[config.mk]
export PLATFORM = sky130hd
export DESIGN_NAME = opx_crossbar
export DESIGN_NICKNAME = d
export VERILOG_FILES = /design/src/hdl/opx_pkg.sv /design/src/hdl/opx_crossbar.sv /design/src/hdl/opx_sync3.sv /design/src/hdl/opx_ahb_slave.sv
export SDC_FILE = /design/constraint.sdc
export NUM_CORES = 1
export LEC_CHECK = 0
export ABC_AREA = 1
export BUFFER_PORTS_ARGS = -buffer_cell sky130_fd_sc_hd__buf_4
export CAP_MARGIN = 30
export CORE_ASPECT_RATIO = 1.1
export CORE_MARGIN = 2
export CORE_UTILIZATION = 40
export DETAILED_ROUTE_END_ITERATION = 12
export PLACE_DENSITY = 0.72
export SLEW_MARGIN = 20
export SYNTH_ARGS = -nofsm -noshare
export SYNTH_HDL_FRONTEND = slang
export SYNTH_HIERARCHICAL = 1
export SYNTH_SLANG_ARGS = --single-unit
[constraint.sdc]
create_clock -name hclk -period 1.7 [get_ports hclk]
set_input_delay 0.255 -clock hclk [delete_from_list [all_inputs] [get_ports hclk]]
set_output_delay 0.255 -clock hclk [all_outputs]
set_load 0.02 [all_outputs]
[src/hdl/opx_pkg.sv]
// package for the output pin crossbar: register map, fields, reset values
package opx_pkg;

    // byte addresses (some printed offsets are not multiples of four: index times four)
    localparam logic [7:0] OPX_IDX_FORMAT = 8'h00;
    localparam logic [7:0] OPX_IDX_ADRV = 8'h02;
    localparam logic [7:0] OPX_IDX_READBACK = 8'h75;
    localparam logic [7:0] OPX_IDX_DIR = 8'h74;
    localparam logic [7:0] OPX_IDX_SEL = 8'h10;
    localparam logic [9:0] OPX_ADDR_FORMAT = {OPX_IDX_FORMAT, 2'b00};
    localparam logic [9:0] OPX_ADDR_ADRV = {OPX_IDX_ADRV, 2'b00};
    localparam logic [9:0] OPX_ADDR_READBACK = {OPX_IDX_READBACK, 2'b00};
    localparam logic [9:0] OPX_ADDR_DIR = {OPX_IDX_DIR, 2'b00};
    localparam logic [9:0] OPX_ADDR_SEL = {OPX_IDX_SEL, 2'b00};
    // force values share the readback word: writes go to force, reads return levels
    localparam logic [9:0] OPX_ADDR_FORCE = OPX_ADDR_READBACK;

    // pin_format_config fields
    localparam int OPX_F_CLKIN_LO = 0;
    localparam int OPX_F_SERIN_LO = 2;
    localparam int OPX_F_SLO = 4;
    localparam int OPX_F_A = 5;
    localparam int OPX_F_B = 6;
    localparam int OPX_F_Z = 7;
    localparam logic [7:0] OPX_FORMAT_RESET = 8'h10;

    // selection register fields
    localparam int OPX_S_TMA = 0;
    localparam int OPX_S_QUAD = 1;
    localparam int OPX_S_COMM = 2;
    localparam int OPX_S_CLKREP = 3;
    localparam int OPX_S_PWM = 4;
    localparam int OPX_S_IDXCMP = 5;
    localparam int OPX_S_ABS = 6;
    localparam logic [6:0] OPX_SEL_RESET = 7'h00;

    localparam int OPX_GPIO_N = 8;

    typedef enum logic [1:0] {
        OPX_RX_CMOS = 2'h0,
        OPX_RX_TTL = 2'h1,
        OPX_RX_RS422 = 2'h2,
        OPX_RX_OFF = 2'h3
    } opx_rx_fmt_type;

    // selection bits bundled for the crossbar
    typedef struct packed {
        logic abs_en;
        logic idxcmp_en;
        logic pwm_en;
        logic clkrep_en;
        logic comm_en;
        logic quad_en;
        logic tma;
    } opx_sel_type;

    // one driven pin: level and active-low enable
    typedef struct packed {
        logic o;
        logic oe_n;
    } opx_pin_type;

    // internal function signals offered to the crossbar
    typedef struct packed {
        logic quad_a;
        logic quad_b;
        logic quad_z;
        logic comm_u;
        logic comm_v;
        logic comm_w;
        logic pwm;
        logic master_clock_output;
        logic serial_out;
        logic i2c_sda;
        logic i2c_scl;
        logic sub_interface_clock;
        logic cosine_pos_observe;
        logic cosine_neg_observe;
        logic sine_pos_observe;
        logic sine_neg_observe;
    } opx_func_type;

endpackage

[src/hdl/opx_crossbar.sv]
// output pin crossbar: routes internal functions and gpio onto shared pins
// Operation
// [RULE1] pin A: cal, quad, comm, gpio0
// [RULE2] complement A tristated in calibration mode
// [RULE3] complement A inverts A under RS422
// [RULE4] complement A: comm U or gpio1
// [RULE5] pin B: cal, quad, comm, gpio2
// [RULE6] complement B: tristate, diff, comm, gpio3
// [RULE7] pin Z: pwm, index, comm, clock, gpio4
// [RULE8] complement Z: diff, comm, clock, gpio5
// [RULE9] inverted serial out: diff or clock
// [RULE10] i2c pins carry sine calibration in test
// [RULE11] index pins: comparator, sub-interface, gpio
// [RULE12] serial out follows protocol, format only
// [RULE13] format bits 4-7: single-ended or RS422
// [RULE14] receiver fields: cmos, ttl, rs422, off
// [RULE15] driven gpio follows force bit
// [RULE16] readback returns pin levels
// [RULE17] analog drivers enabled by enable bit
// [RULE18] direction bit enables gpio driver
// [RULE19] gpio is fallback on unclaimed pins
// [RULE20] undefined complement cases tristate
`timescale 1ns/1ps
module opx_crossbar (
    input wire logic hclk,
    input wire logic hresetn,
    input wire logic ce,
    input wire logic hsel,
    input wire logic [31:0] haddr,
    input wire logic [1:0] htrans,
    input wire logic hwrite,
    input wire logic [2:0] hsize,
    input wire logic [31:0] hwdata,
    input wire logic hready,
    output logic hreadyout,
    output logic hresp,
    output logic [31:0] hrdata,
    input wire opx_pkg::opx_func_type func,
    output opx_pkg::opx_pin_type pin_a,
    output opx_pkg::opx_pin_type pin_a_complement,
    output opx_pkg::opx_pin_type pin_b,
    output opx_pkg::opx_pin_type pin_b_complement,
    output opx_pkg::opx_pin_type pin_z,
    output opx_pkg::opx_pin_type index_pin_complement,
    output opx_pkg::opx_pin_type pin_serial_out,
    output opx_pkg::opx_pin_type pin_serial_out_n,
    output opx_pkg::opx_pin_type pin_sda,
    output opx_pkg::opx_pin_type pin_scl,
    output opx_pkg::opx_pin_type pin_index_pos,
    output opx_pkg::opx_pin_type pin_index_neg,
    input wire logic [7:0] pin_level_in,
    output logic index_input_pos,
    output logic index_input_neg,
    output logic sub_interface_data,
    output logic serial_out_rs422,
    output opx_pkg::opx_rx_fmt_type clock_in_receiver_format,
    output opx_pkg::opx_rx_fmt_type serial_in_receiver_format,
    output logic analog_line_driver_enable
);
    logic [7:0] format_reg;
    logic adrv_reg;
    logic [7:0] dir_reg;
    logic [7:0] force_reg;
    logic [6:0] sel_reg;
    logic [7:0] rdata_reg;
    logic [7:0] rdata_next;
    logic [7:0] level_sync;
    logic wr_en;
    logic [9:0] wr_addr;
    logic rd_en;
    logic [9:0] rd_addr;

    opx_ahb_slave u_bus (
        .hclk(hclk),
        .hresetn(hresetn),
        .ce(ce),
        .hsel(hsel),
        .haddr(haddr),
        .htrans(htrans),
        .hwrite(hwrite),
        .hsize(hsize),
        .hready(hready),
        .hreadyout(hreadyout),
        .hresp(hresp),
        .wr_en(wr_en),
        .wr_addr(wr_addr),
        .rd_en(rd_en),
        .rd_addr(rd_addr)
    );

    // pin levels come from outside the clock domain
    opx_sync3 #(.WIDTH(opx_pkg::OPX_GPIO_N)) u_sync (
        .hclk(hclk),
        .hresetn(hresetn),
        .ce(ce),
        .async_in(pin_level_in),
        .sync_out(level_sync)
    );

    wire wr_format = wr_en & (wr_addr == opx_pkg::OPX_ADDR_FORMAT);
    wire wr_adrv = wr_en & (wr_addr == opx_pkg::OPX_ADDR_ADRV);
    wire wr_dir = wr_en & (wr_addr == opx_pkg::OPX_ADDR_DIR);
    wire wr_force = wr_en & (wr_addr == opx_pkg::OPX_ADDR_FORCE);
    wire wr_sel = wr_en & (wr_addr == opx_pkg::OPX_ADDR_SEL);

    always_ff @(posedge hclk or negedge hresetn) begin
        if (!hresetn) begin
            format_reg <= opx_pkg::OPX_FORMAT_RESET;
            adrv_reg <= 1'b0;
            dir_reg <= 8'h00;
            force_reg <= 8'h00;
            sel_reg <= opx_pkg::OPX_SEL_RESET;
        end else if (ce) begin
            if (wr_format) format_reg <= hwdata[7:0];
            if (wr_adrv) adrv_reg <= hwdata[0];
            if (wr_dir) dir_reg <= hwdata[7:0];
            if (wr_force) force_reg <= hwdata[7:0];
            if (wr_sel) sel_reg <= hwdata[6:0];
        end
    end

    // [RULE16] readback of levels
    always_comb begin
        rdata_next = 8'h00;
        unique case (rd_addr)
            opx_pkg::OPX_ADDR_FORMAT: rdata_next = format_reg;
            opx_pkg::OPX_ADDR_ADRV: rdata_next = {7'h00, adrv_reg};
            opx_pkg::OPX_ADDR_DIR: rdata_next = dir_reg;
            opx_pkg::OPX_ADDR_READBACK: rdata_next = level_sync;
            opx_pkg::OPX_ADDR_SEL: rdata_next = {1'b0, sel_reg};
            default: rdata_next = 8'h00;
        endcase
    end

    always_ff @(posedge hclk or negedge hresetn) begin
        if (!hresetn) begin
            rdata_reg <= 8'h00;
        end else if (ce && rd_en) begin
            rdata_reg <= rdata_next;
        end
    end
    assign hrdata = {24'h000000, rdata_reg};

    opx_pkg::opx_sel_type sel;
    assign sel = opx_pkg::opx_sel_type'(sel_reg);
    wire tma = sel.tma;
    wire quad = sel.quad_en;
    wire comm = sel.comm_en;
    wire clkrep = sel.clkrep_en;
    // [RULE13] output format bits
    wire fmt_slo = format_reg[opx_pkg::OPX_F_SLO];
    wire fmt_a = format_reg[opx_pkg::OPX_F_A];
    wire fmt_b = format_reg[opx_pkg::OPX_F_B];
    wire fmt_z = format_reg[opx_pkg::OPX_F_Z];

    // [RULE14] receiver format fields
    assign clock_in_receiver_format = opx_pkg::opx_rx_fmt_type'(format_reg[opx_pkg::OPX_F_CLKIN_LO +: 2]);
    assign serial_in_receiver_format = opx_pkg::opx_rx_fmt_type'(format_reg[opx_pkg::OPX_F_SERIN_LO +: 2]);
    assign serial_out_rs422 = fmt_slo;
    // [RULE17] analog driver enable
    assign analog_line_driver_enable = adrv_reg;

    // [RULE15] gpio drive level
    function automatic opx_pkg::opx_pin_type gpio_pin(input logic dir, input logic fval);
        opx_pkg::opx_pin_type p;
        p.o = fval;
        // [RULE18] direction enables driver
        p.oe_n = ~dir;
        return p;
    endfunction

    function automatic opx_pkg::opx_pin_type drive(input logic v);
        opx_pkg::opx_pin_type p;
        p.o = v;
        p.oe_n = 1'b0;
        return p;
    endfunction

    localparam opx_pkg::opx_pin_type PIN_OFF = '{o: 1'b0, oe_n: 1'b1};

    // [RULE19] gpio fallback per pin
    opx_pkg::opx_pin_type gp [8];
    genvar gi;
    generate
        for (gi = 0; gi < 8; gi++) begin : g_gp
            assign gp[gi] = gpio_pin(dir_reg[gi], force_reg[gi]);
        end
    endgenerate

    // [RULE1] pin A select
    wire a_val = quad ? func.quad_a : func.comm_u;
    assign pin_a = tma ? drive(func.cosine_pos_observe) : ((quad | comm) ? drive(a_val) : gp[0]);

    // [RULE2] [RULE3] [RULE4] complement of A
    assign pin_a_complement = tma ? PIN_OFF : fmt_a ? drive(~pin_a.o) :
                              (quad & comm) ? drive(func.comm_u) : gp[1];

    // [RULE5] pin B select
    wire b_val = quad ? func.quad_b : func.comm_v;
    assign pin_b = tma ? drive(func.cosine_neg_observe) : ((quad | comm) ? drive(b_val) : gp[2]);

    // [RULE6] complement of B
    assign pin_b_complement = tma ? PIN_OFF : fmt_b ? drive(~pin_b.o) :
                              (quad & comm) ? drive(func.comm_v) : gp[3];

    // [RULE7] pin Z priority
    assign pin_z = sel.pwm_en ? drive(func.pwm) : quad ? drive(func.quad_z) : comm ? drive(func.comm_w) :
                   clkrep ? drive(func.master_clock_output) : gp[4];

    // [RULE8] [RULE20] complement of Z
    wire nz_clk = (quad ^ comm) & clkrep & fmt_slo;
    assign index_pin_complement = fmt_z ? drive(~pin_z.o) : (quad & comm) ? drive(func.comm_w) :
                                  nz_clk ? drive(func.master_clock_output) : (~quad & ~comm) ? gp[5] : PIN_OFF;

    // [RULE12] serial out follows the protocol
    assign pin_serial_out = drive(func.serial_out);
    // [RULE9] [RULE20] inverted serial out
    assign pin_serial_out_n = fmt_slo ? drive(~func.serial_out) :
                              clkrep ? drive(func.master_clock_output) : PIN_OFF;

    // [RULE10] i2c pins
    assign pin_sda = tma ? drive(func.sine_pos_observe) : drive(func.i2c_sda);
    assign pin_scl = tma ? drive(func.sine_neg_observe) : drive(func.i2c_scl);

    // [RULE11] index pins: comparator inputs released, clock out, data in
    assign pin_index_pos = sel.idxcmp_en ? PIN_OFF : sel.abs_en ? drive(func.sub_interface_clock) : gp[6];
    assign pin_index_neg = (sel.idxcmp_en | sel.abs_en) ? PIN_OFF : gp[7];
    assign index_input_pos = sel.idxcmp_en & level_sync[6];
    assign index_input_neg = sel.idxcmp_en & level_sync[7];
    assign sub_interface_data = ~sel.idxcmp_en & sel.abs_en & level_sync[7];

    // [RULE2] calibration tristates
    cal_tri_a: assert property (@(posedge hclk) disable iff (!hresetn)
        tma |-> pin_a_complement.oe_n && pin_b_complement.oe_n) else $error("complement not tristated"); // [RULE2]
    // [RULE3] differential pair
    diff_a_a: assert property (@(posedge hclk) disable iff (!hresetn)
        (!tma && fmt_a) |-> (pin_a_complement.o != pin_a.o)) else $error("A pair not differential"); // [RULE3]
    // [RULE1] pin A calibration
    pin_a_cal_a: assert property (@(posedge hclk) disable iff (!hresetn)
        tma |-> (pin_a.o == func.cosine_pos_observe) && !pin_a.oe_n) else $error("pin A not calibration"); // [RULE1]
    // [RULE7] pwm priority
    pwm_z_a: assert property (@(posedge hclk) disable iff (!hresetn)
        sel.pwm_en |-> (pin_z.o == func.pwm)) else $error("pin Z not pwm"); // [RULE7]
    // [RULE9] inverted serial out
    nslo_diff_a: assert property (@(posedge hclk) disable iff (!hresetn)
        fmt_slo |-> (pin_serial_out_n.o != pin_serial_out.o)) else $error("serial pair wrong"); // [RULE9]
    // [RULE10] i2c calibration
    sda_cal_a: assert property (@(posedge hclk) disable iff (!hresetn)
        tma |-> (pin_sda.o == func.sine_pos_observe)) else $error("sda not calibration"); // [RULE10]
    // [RULE18] direction write
    dir_write_a: assert property (@(posedge hclk) disable iff (!hresetn)
        (ce && wr_dir) |=> (gp[0].oe_n == ~$past(hwdata[0]))) else $error("direction not applied"); // [RULE18]
    // [RULE17] analog enable
    adrv_write_a: assert property (@(posedge hclk) disable iff (!hresetn)
        (ce && wr_adrv) |=> (analog_line_driver_enable == $past(hwdata[0]))) else $error("adrv not applied"); // [RULE17]
    // [RULE20] undefined complement Z
    nz_tri_a: assert property (@(posedge hclk) disable iff (!hresetn)
        (!fmt_z && (quad ^ comm) && !nz_clk) |-> index_pin_complement.oe_n) else $error("NZ not tristated"); // [RULE20]
endmodule // opx_crossbar

[src/hdl/opx_sync3.sv]
// three-stage synchroniser bank with agreement filter for pin inputs
`timescale 1ns/1ps
module opx_sync3 #(
    parameter int WIDTH = 8
) (
    input wire logic hclk,
    input wire logic hresetn,
    input wire logic ce,
    input wire logic [WIDTH-1:0] async_in,
    output logic [WIDTH-1:0] sync_out
);
    logic [WIDTH-1:0] s1_reg;
    logic [WIDTH-1:0] s2_reg;
    logic [WIDTH-1:0] s3_reg;
    logic [WIDTH-1:0] out_reg;
    wire [WIDTH-1:0] agree = ~(s2_reg ^ s3_reg);
    wire [WIDTH-1:0] out_next = (agree & s3_reg) | (~agree & out_reg);

    always_ff @(posedge hclk or negedge hresetn) begin
        if (!hresetn) begin
            s1_reg <= '0;
            s2_reg <= '0;
            s3_reg <= '0;
            out_reg <= '0;
        end else if (ce) begin
            s1_reg <= async_in;
            s2_reg <= s1_reg;
            s3_reg <= s2_reg;
            out_reg <= out_next;
        end
    end

    assign sync_out = out_reg;
endmodule // opx_sync3

[src/hdl/opx_ahb_slave.sv]
// ahb-lite slave front end: captures the address phase, answers with zero wait
`timescale 1ns/1ps
module opx_ahb_slave (
    input wire logic hclk,
    input wire logic hresetn,
    input wire logic ce,
    input wire logic hsel,
    input wire logic [31:0] haddr,
    input wire logic [1:0] htrans,
    input wire logic hwrite,
    input wire logic [2:0] hsize,
    input wire logic hready,
    output logic hreadyout,
    output logic hresp,
    output logic wr_en,
    output logic [9:0] wr_addr,
    output logic rd_en,
    output logic [9:0] rd_addr
);
    localparam logic [2:0] SIZE_WORD = 3'h2;
    logic wr_pend_reg;
    logic [9:0] addr_reg;
    // only whole-word transfers are acted on; others complete with no effect
    wire take = hsel & hready & htrans[1] & (hsize == SIZE_WORD);

    always_ff @(posedge hclk or negedge hresetn) begin
        if (!hresetn) begin
            wr_pend_reg <= 1'b0;
            addr_reg <= 10'h000;
        end else if (ce) begin
            wr_pend_reg <= take & hwrite;
            if (take) begin
                addr_reg <= haddr[9:0];
            end
        end
    end

    assign hreadyout = 1'b1;
    assign hresp = 1'b0;
    assign wr_en = wr_pend_reg & ce;
    assign wr_addr = addr_reg;
    assign rd_en = take & ~hwrite;
    assign rd_addr = haddr[9:0];
endmodule // opx_ahb_slave

==> PnR_summary.wiki <==
{| class="wikitable"
! Metric !! Value
|-
| Pin count of the biggest net entering global routing || 59
|-
| Synthesized area per cell || 7.55 um^2
|-
| Element type at the critical path start || register
|-
| First-pass GRT wire length || 18000 um
|-
| Area of combinational cells with multiple inputs || 2080 um^2
|-
| # diodes || 0
|-
| Longest Clk Path Bufs || 2
|-
| Floorplan die width || 108 um
|-
| Iteration-0 DRC count of the detailed router || 231
|-
| Placer's final routability congestion estimate || 0.901
|-
| 1st-pass router iterations || 4
|-
| Static leakage || 0.00307 uW
|-
| Endpoint arrival time on the critical path || 1.66 ns
|-
| Cts bufs inserted || 9
|-
| Clk slew on worst S/H paths || 0.06 ns
|-
| Highest achievable clock rate || 521 MHz
|-
| CP Capture Type || output pin
|-
| Floorplan row count || 41
|-
| Number of antenna violations at the first check in global routing || 0
|-
| Tightest slew margin relative to the limit || 66.2%
|-
| Power per Cell Area || 858 nW/um^2
|-
| Most common cell after layout, fill and taps aside || sky130_fd_sc_hd__nand2_1
|-
| Slack of the critical path || -0.220 ns
|-
| Area of the core || 11500 um^2
|-
| Clock net sink count || 83
|-
| Starting Density || 41.2%
|-
| Filler Cell Count || 1072
|-
| Total via count after detailed routing || 4041
|-
| Layout cells sized above 1 || 25.5%
|-
| Top fanout value on the critical path || 3
|-
| Routed wire per std cell || 12.5 um
|-
| Via count of the first global-routing pass || 3850
|-
| Pre-CTS WS || 0.0689 ns
|-
| Cells traversed along the worst timing path || inv_2, ha_4, nand3_4, a21oi_2, o21ai_2, mux2i_2, buf_4
|-
| Overall die area || 12700 um^2
|-
| Setup clock skew after layout || 0.00745 ns
|-
| Result of the run || complete, but fails checks
|-
| Post-synthesis register bit count || 83
|-
| Top library cells by usage in the layout, fill and taps aside || sky130_fd_sc_hd__nand2_1, sky130_fd_sc_hd__buf_4, sky130_fd_sc_hd__inv_1
|-
| CP peak stage delay || 0.36 ns
|-
| H-tree depth || 3
|-
| Clk Latency, worst-skew pair || 0.34 ns
|-
| Count of boundary I/O pins || 166
|-
| Drc violations || 0
|-
| Worst-path cell with the longest stage delay || sky130_fd_sc_hd__dfrtp_1
|-
| Gate count after technology mapping || 628
|-
| Layout Area Growth over Synthesis || 23.5%
|-
| Unrepaired setup endpoints after global routing || yes
|-
| Wirelength, routed || 10900 um
|-
| Maximum Capacitance Violations || 0
|-
| Required time of the critical path || 1.44 ns
|-
| Setup violations, final || 9
|-
| Number of hold violations in the final report || 0
|-
| Synth unique cells || 37
|-
| Maximum ir drop on the vdd rail || 0.548 mV
|-
| Final min period || 1.92 ns
|-
| Reg area || 2080 um^2
|-
| Category of the most critical setup path || reg -> out
|-
| DIE HEIGHT || 118 um
|-
| Post-DP HPWL || 8010 um
|-
| Post-route clock period utilization || 113%
|-
| Post-route ant nets || 0
|-
| Clk Tree Root Cell || sky130_fd_sc_hd__clkbuf_16
|-
| Post-layout util || 50.9%
|-
| Grt total ovfl || 0
|-
| Final hold slack || 0.125 ns
|-
| IO Port Bufs || 89
|-
| Max Slew Vio Count || 0
|-
| Mapped Area || 4740 um^2
|-
| Mean number of vias per cell || 4.65
|-
| Register area share after synthesis || 43.8%
|-
| CTS tree || built
|-
| Overall power after layout || 5020 uW
|-
| Global-route usage over all layers || 17.5%
|-
| Number of nets in the final layout || 815
|-
| Number of synthesis warnings || 6
|-
| Flip-flop count of the largest register after layout || 10
|-
| Violated checks || setup timing
|-
| Worst Tran Pin Value || 0.507 ns
|-
| Path type of the worst min-delay path || in -> reg
|}
## cells in the mapped netlist (all sizes together)
cell,count,area [um^2]
nand2,201,757
inv,92,345
dfrtp,82,2050
buf,56,435
nor2,55,239
o21ai,53,299
nand4,18,113
a21oi,17,111
nor3,17,106
nand3,14,108
clkbuf,4,15.0
conb,3,11.3
ha,2,25.0
o211ai,2,15.0
o31ai,2,15.0
or2,2,15.0
a31o,1,8.76
a31oi,1,6.26
and2,1,6.26
dfstp,1,26.3
mux2i,1,10.0
nor3b,1,7.51
nor4,1,6.26
o22ai,1,6.26
## cells by family (layout without fill, tap and decap cells)
kind of cell	after synthesis	count (layout)	share of synthesized area [%]
DFF	83	83	43.8
buffers and inverters	152	217	16.8
other	3	29	0.238
AOI/OAI and AO/OA	77	77	9.74
muxes	1	1	0.211
adders and majority gates	2	2	0.528
and+or+nand+nor	310	310	28.6
## layer usage
layer  global-route usage, %  vias up  wire length [um]
met4                    4.97        0               201
met5                       0        -                 0
met1                    21.7     1853              4580
met3                    3.81       19               689
met2                    30.3      124              5380
li1                        -     2045                 -
## critical path, delay by kind of cell (launching register included)
family | cells | cell delay (ns)
flops | 1 | 0.36
fa+ha+maj | 1 | 0.27
buf+inv | 2 | 0.23
compound gates | 2 | 0.23
mux | 1 | 0.15
simple gates | 1 | 0.09
## power by group
| group | internal [uW] | switching (uW) | total, uW |
|---|---|---|---|
| registers | 2130 | 114 | 2250 |
| clock network | 1290 | 779 | 2070 |
| logic | 270 | 436 | 706 |
## through the flow
step	TNS (ns)	instances	instance area, um^2
floorplan	0	654	4850
global placement	0	846	5380
detailed placement	0	846	5380
CTS	-1.07	868	5800
global route	-1.66	869	5850
finish	-0.994	869	5850
## cell type report
type	count	share of cell area, %
inverters	92	5.94
well taps	150	3.21
clock inverters	6	1.52
clock buffers	10	3.91
multi-input cells	419	35.5
repair buffers	109	14.4
flip-flops and latches	83	35.5
## path summary, 6_finish.rpt
| kind | start | end | slack, ns | cells after the start |
|---|---|---|---|---|
| setup / recovery | sel[2] | index_pin_complement[1] | -0.22 | 7 |
| hold / removal | pin_level_in[5] | u_sync/s1_reg[5] | 0.12 | 3 |
| setup reg to reg | u_bus/wr_addr[5] | format_reg[7] | 0.17 | 5 |
| hold reg to reg | u_bus/wr_addr[0] | u_bus/wr_addr[0] | 0.48 | 2 |
| max in group asynchronous | hresetn | format_reg[4] | 0.73 | 3 |
| min in group asynchronous | hresetn | u_sync/s1_reg[6] | 0.40 | 2 |
## repair_timing
item | in CTS | in global routing
setup endpoints to repair | 11 | 17
pin swaps | 6 | 5
hold buffers | 1 | 0
hold endpoints to repair | 29 | 0
buffers inserted | 5 | 1
gates resized for setup | 20 | 9
(Power assumes the default switching activity.)
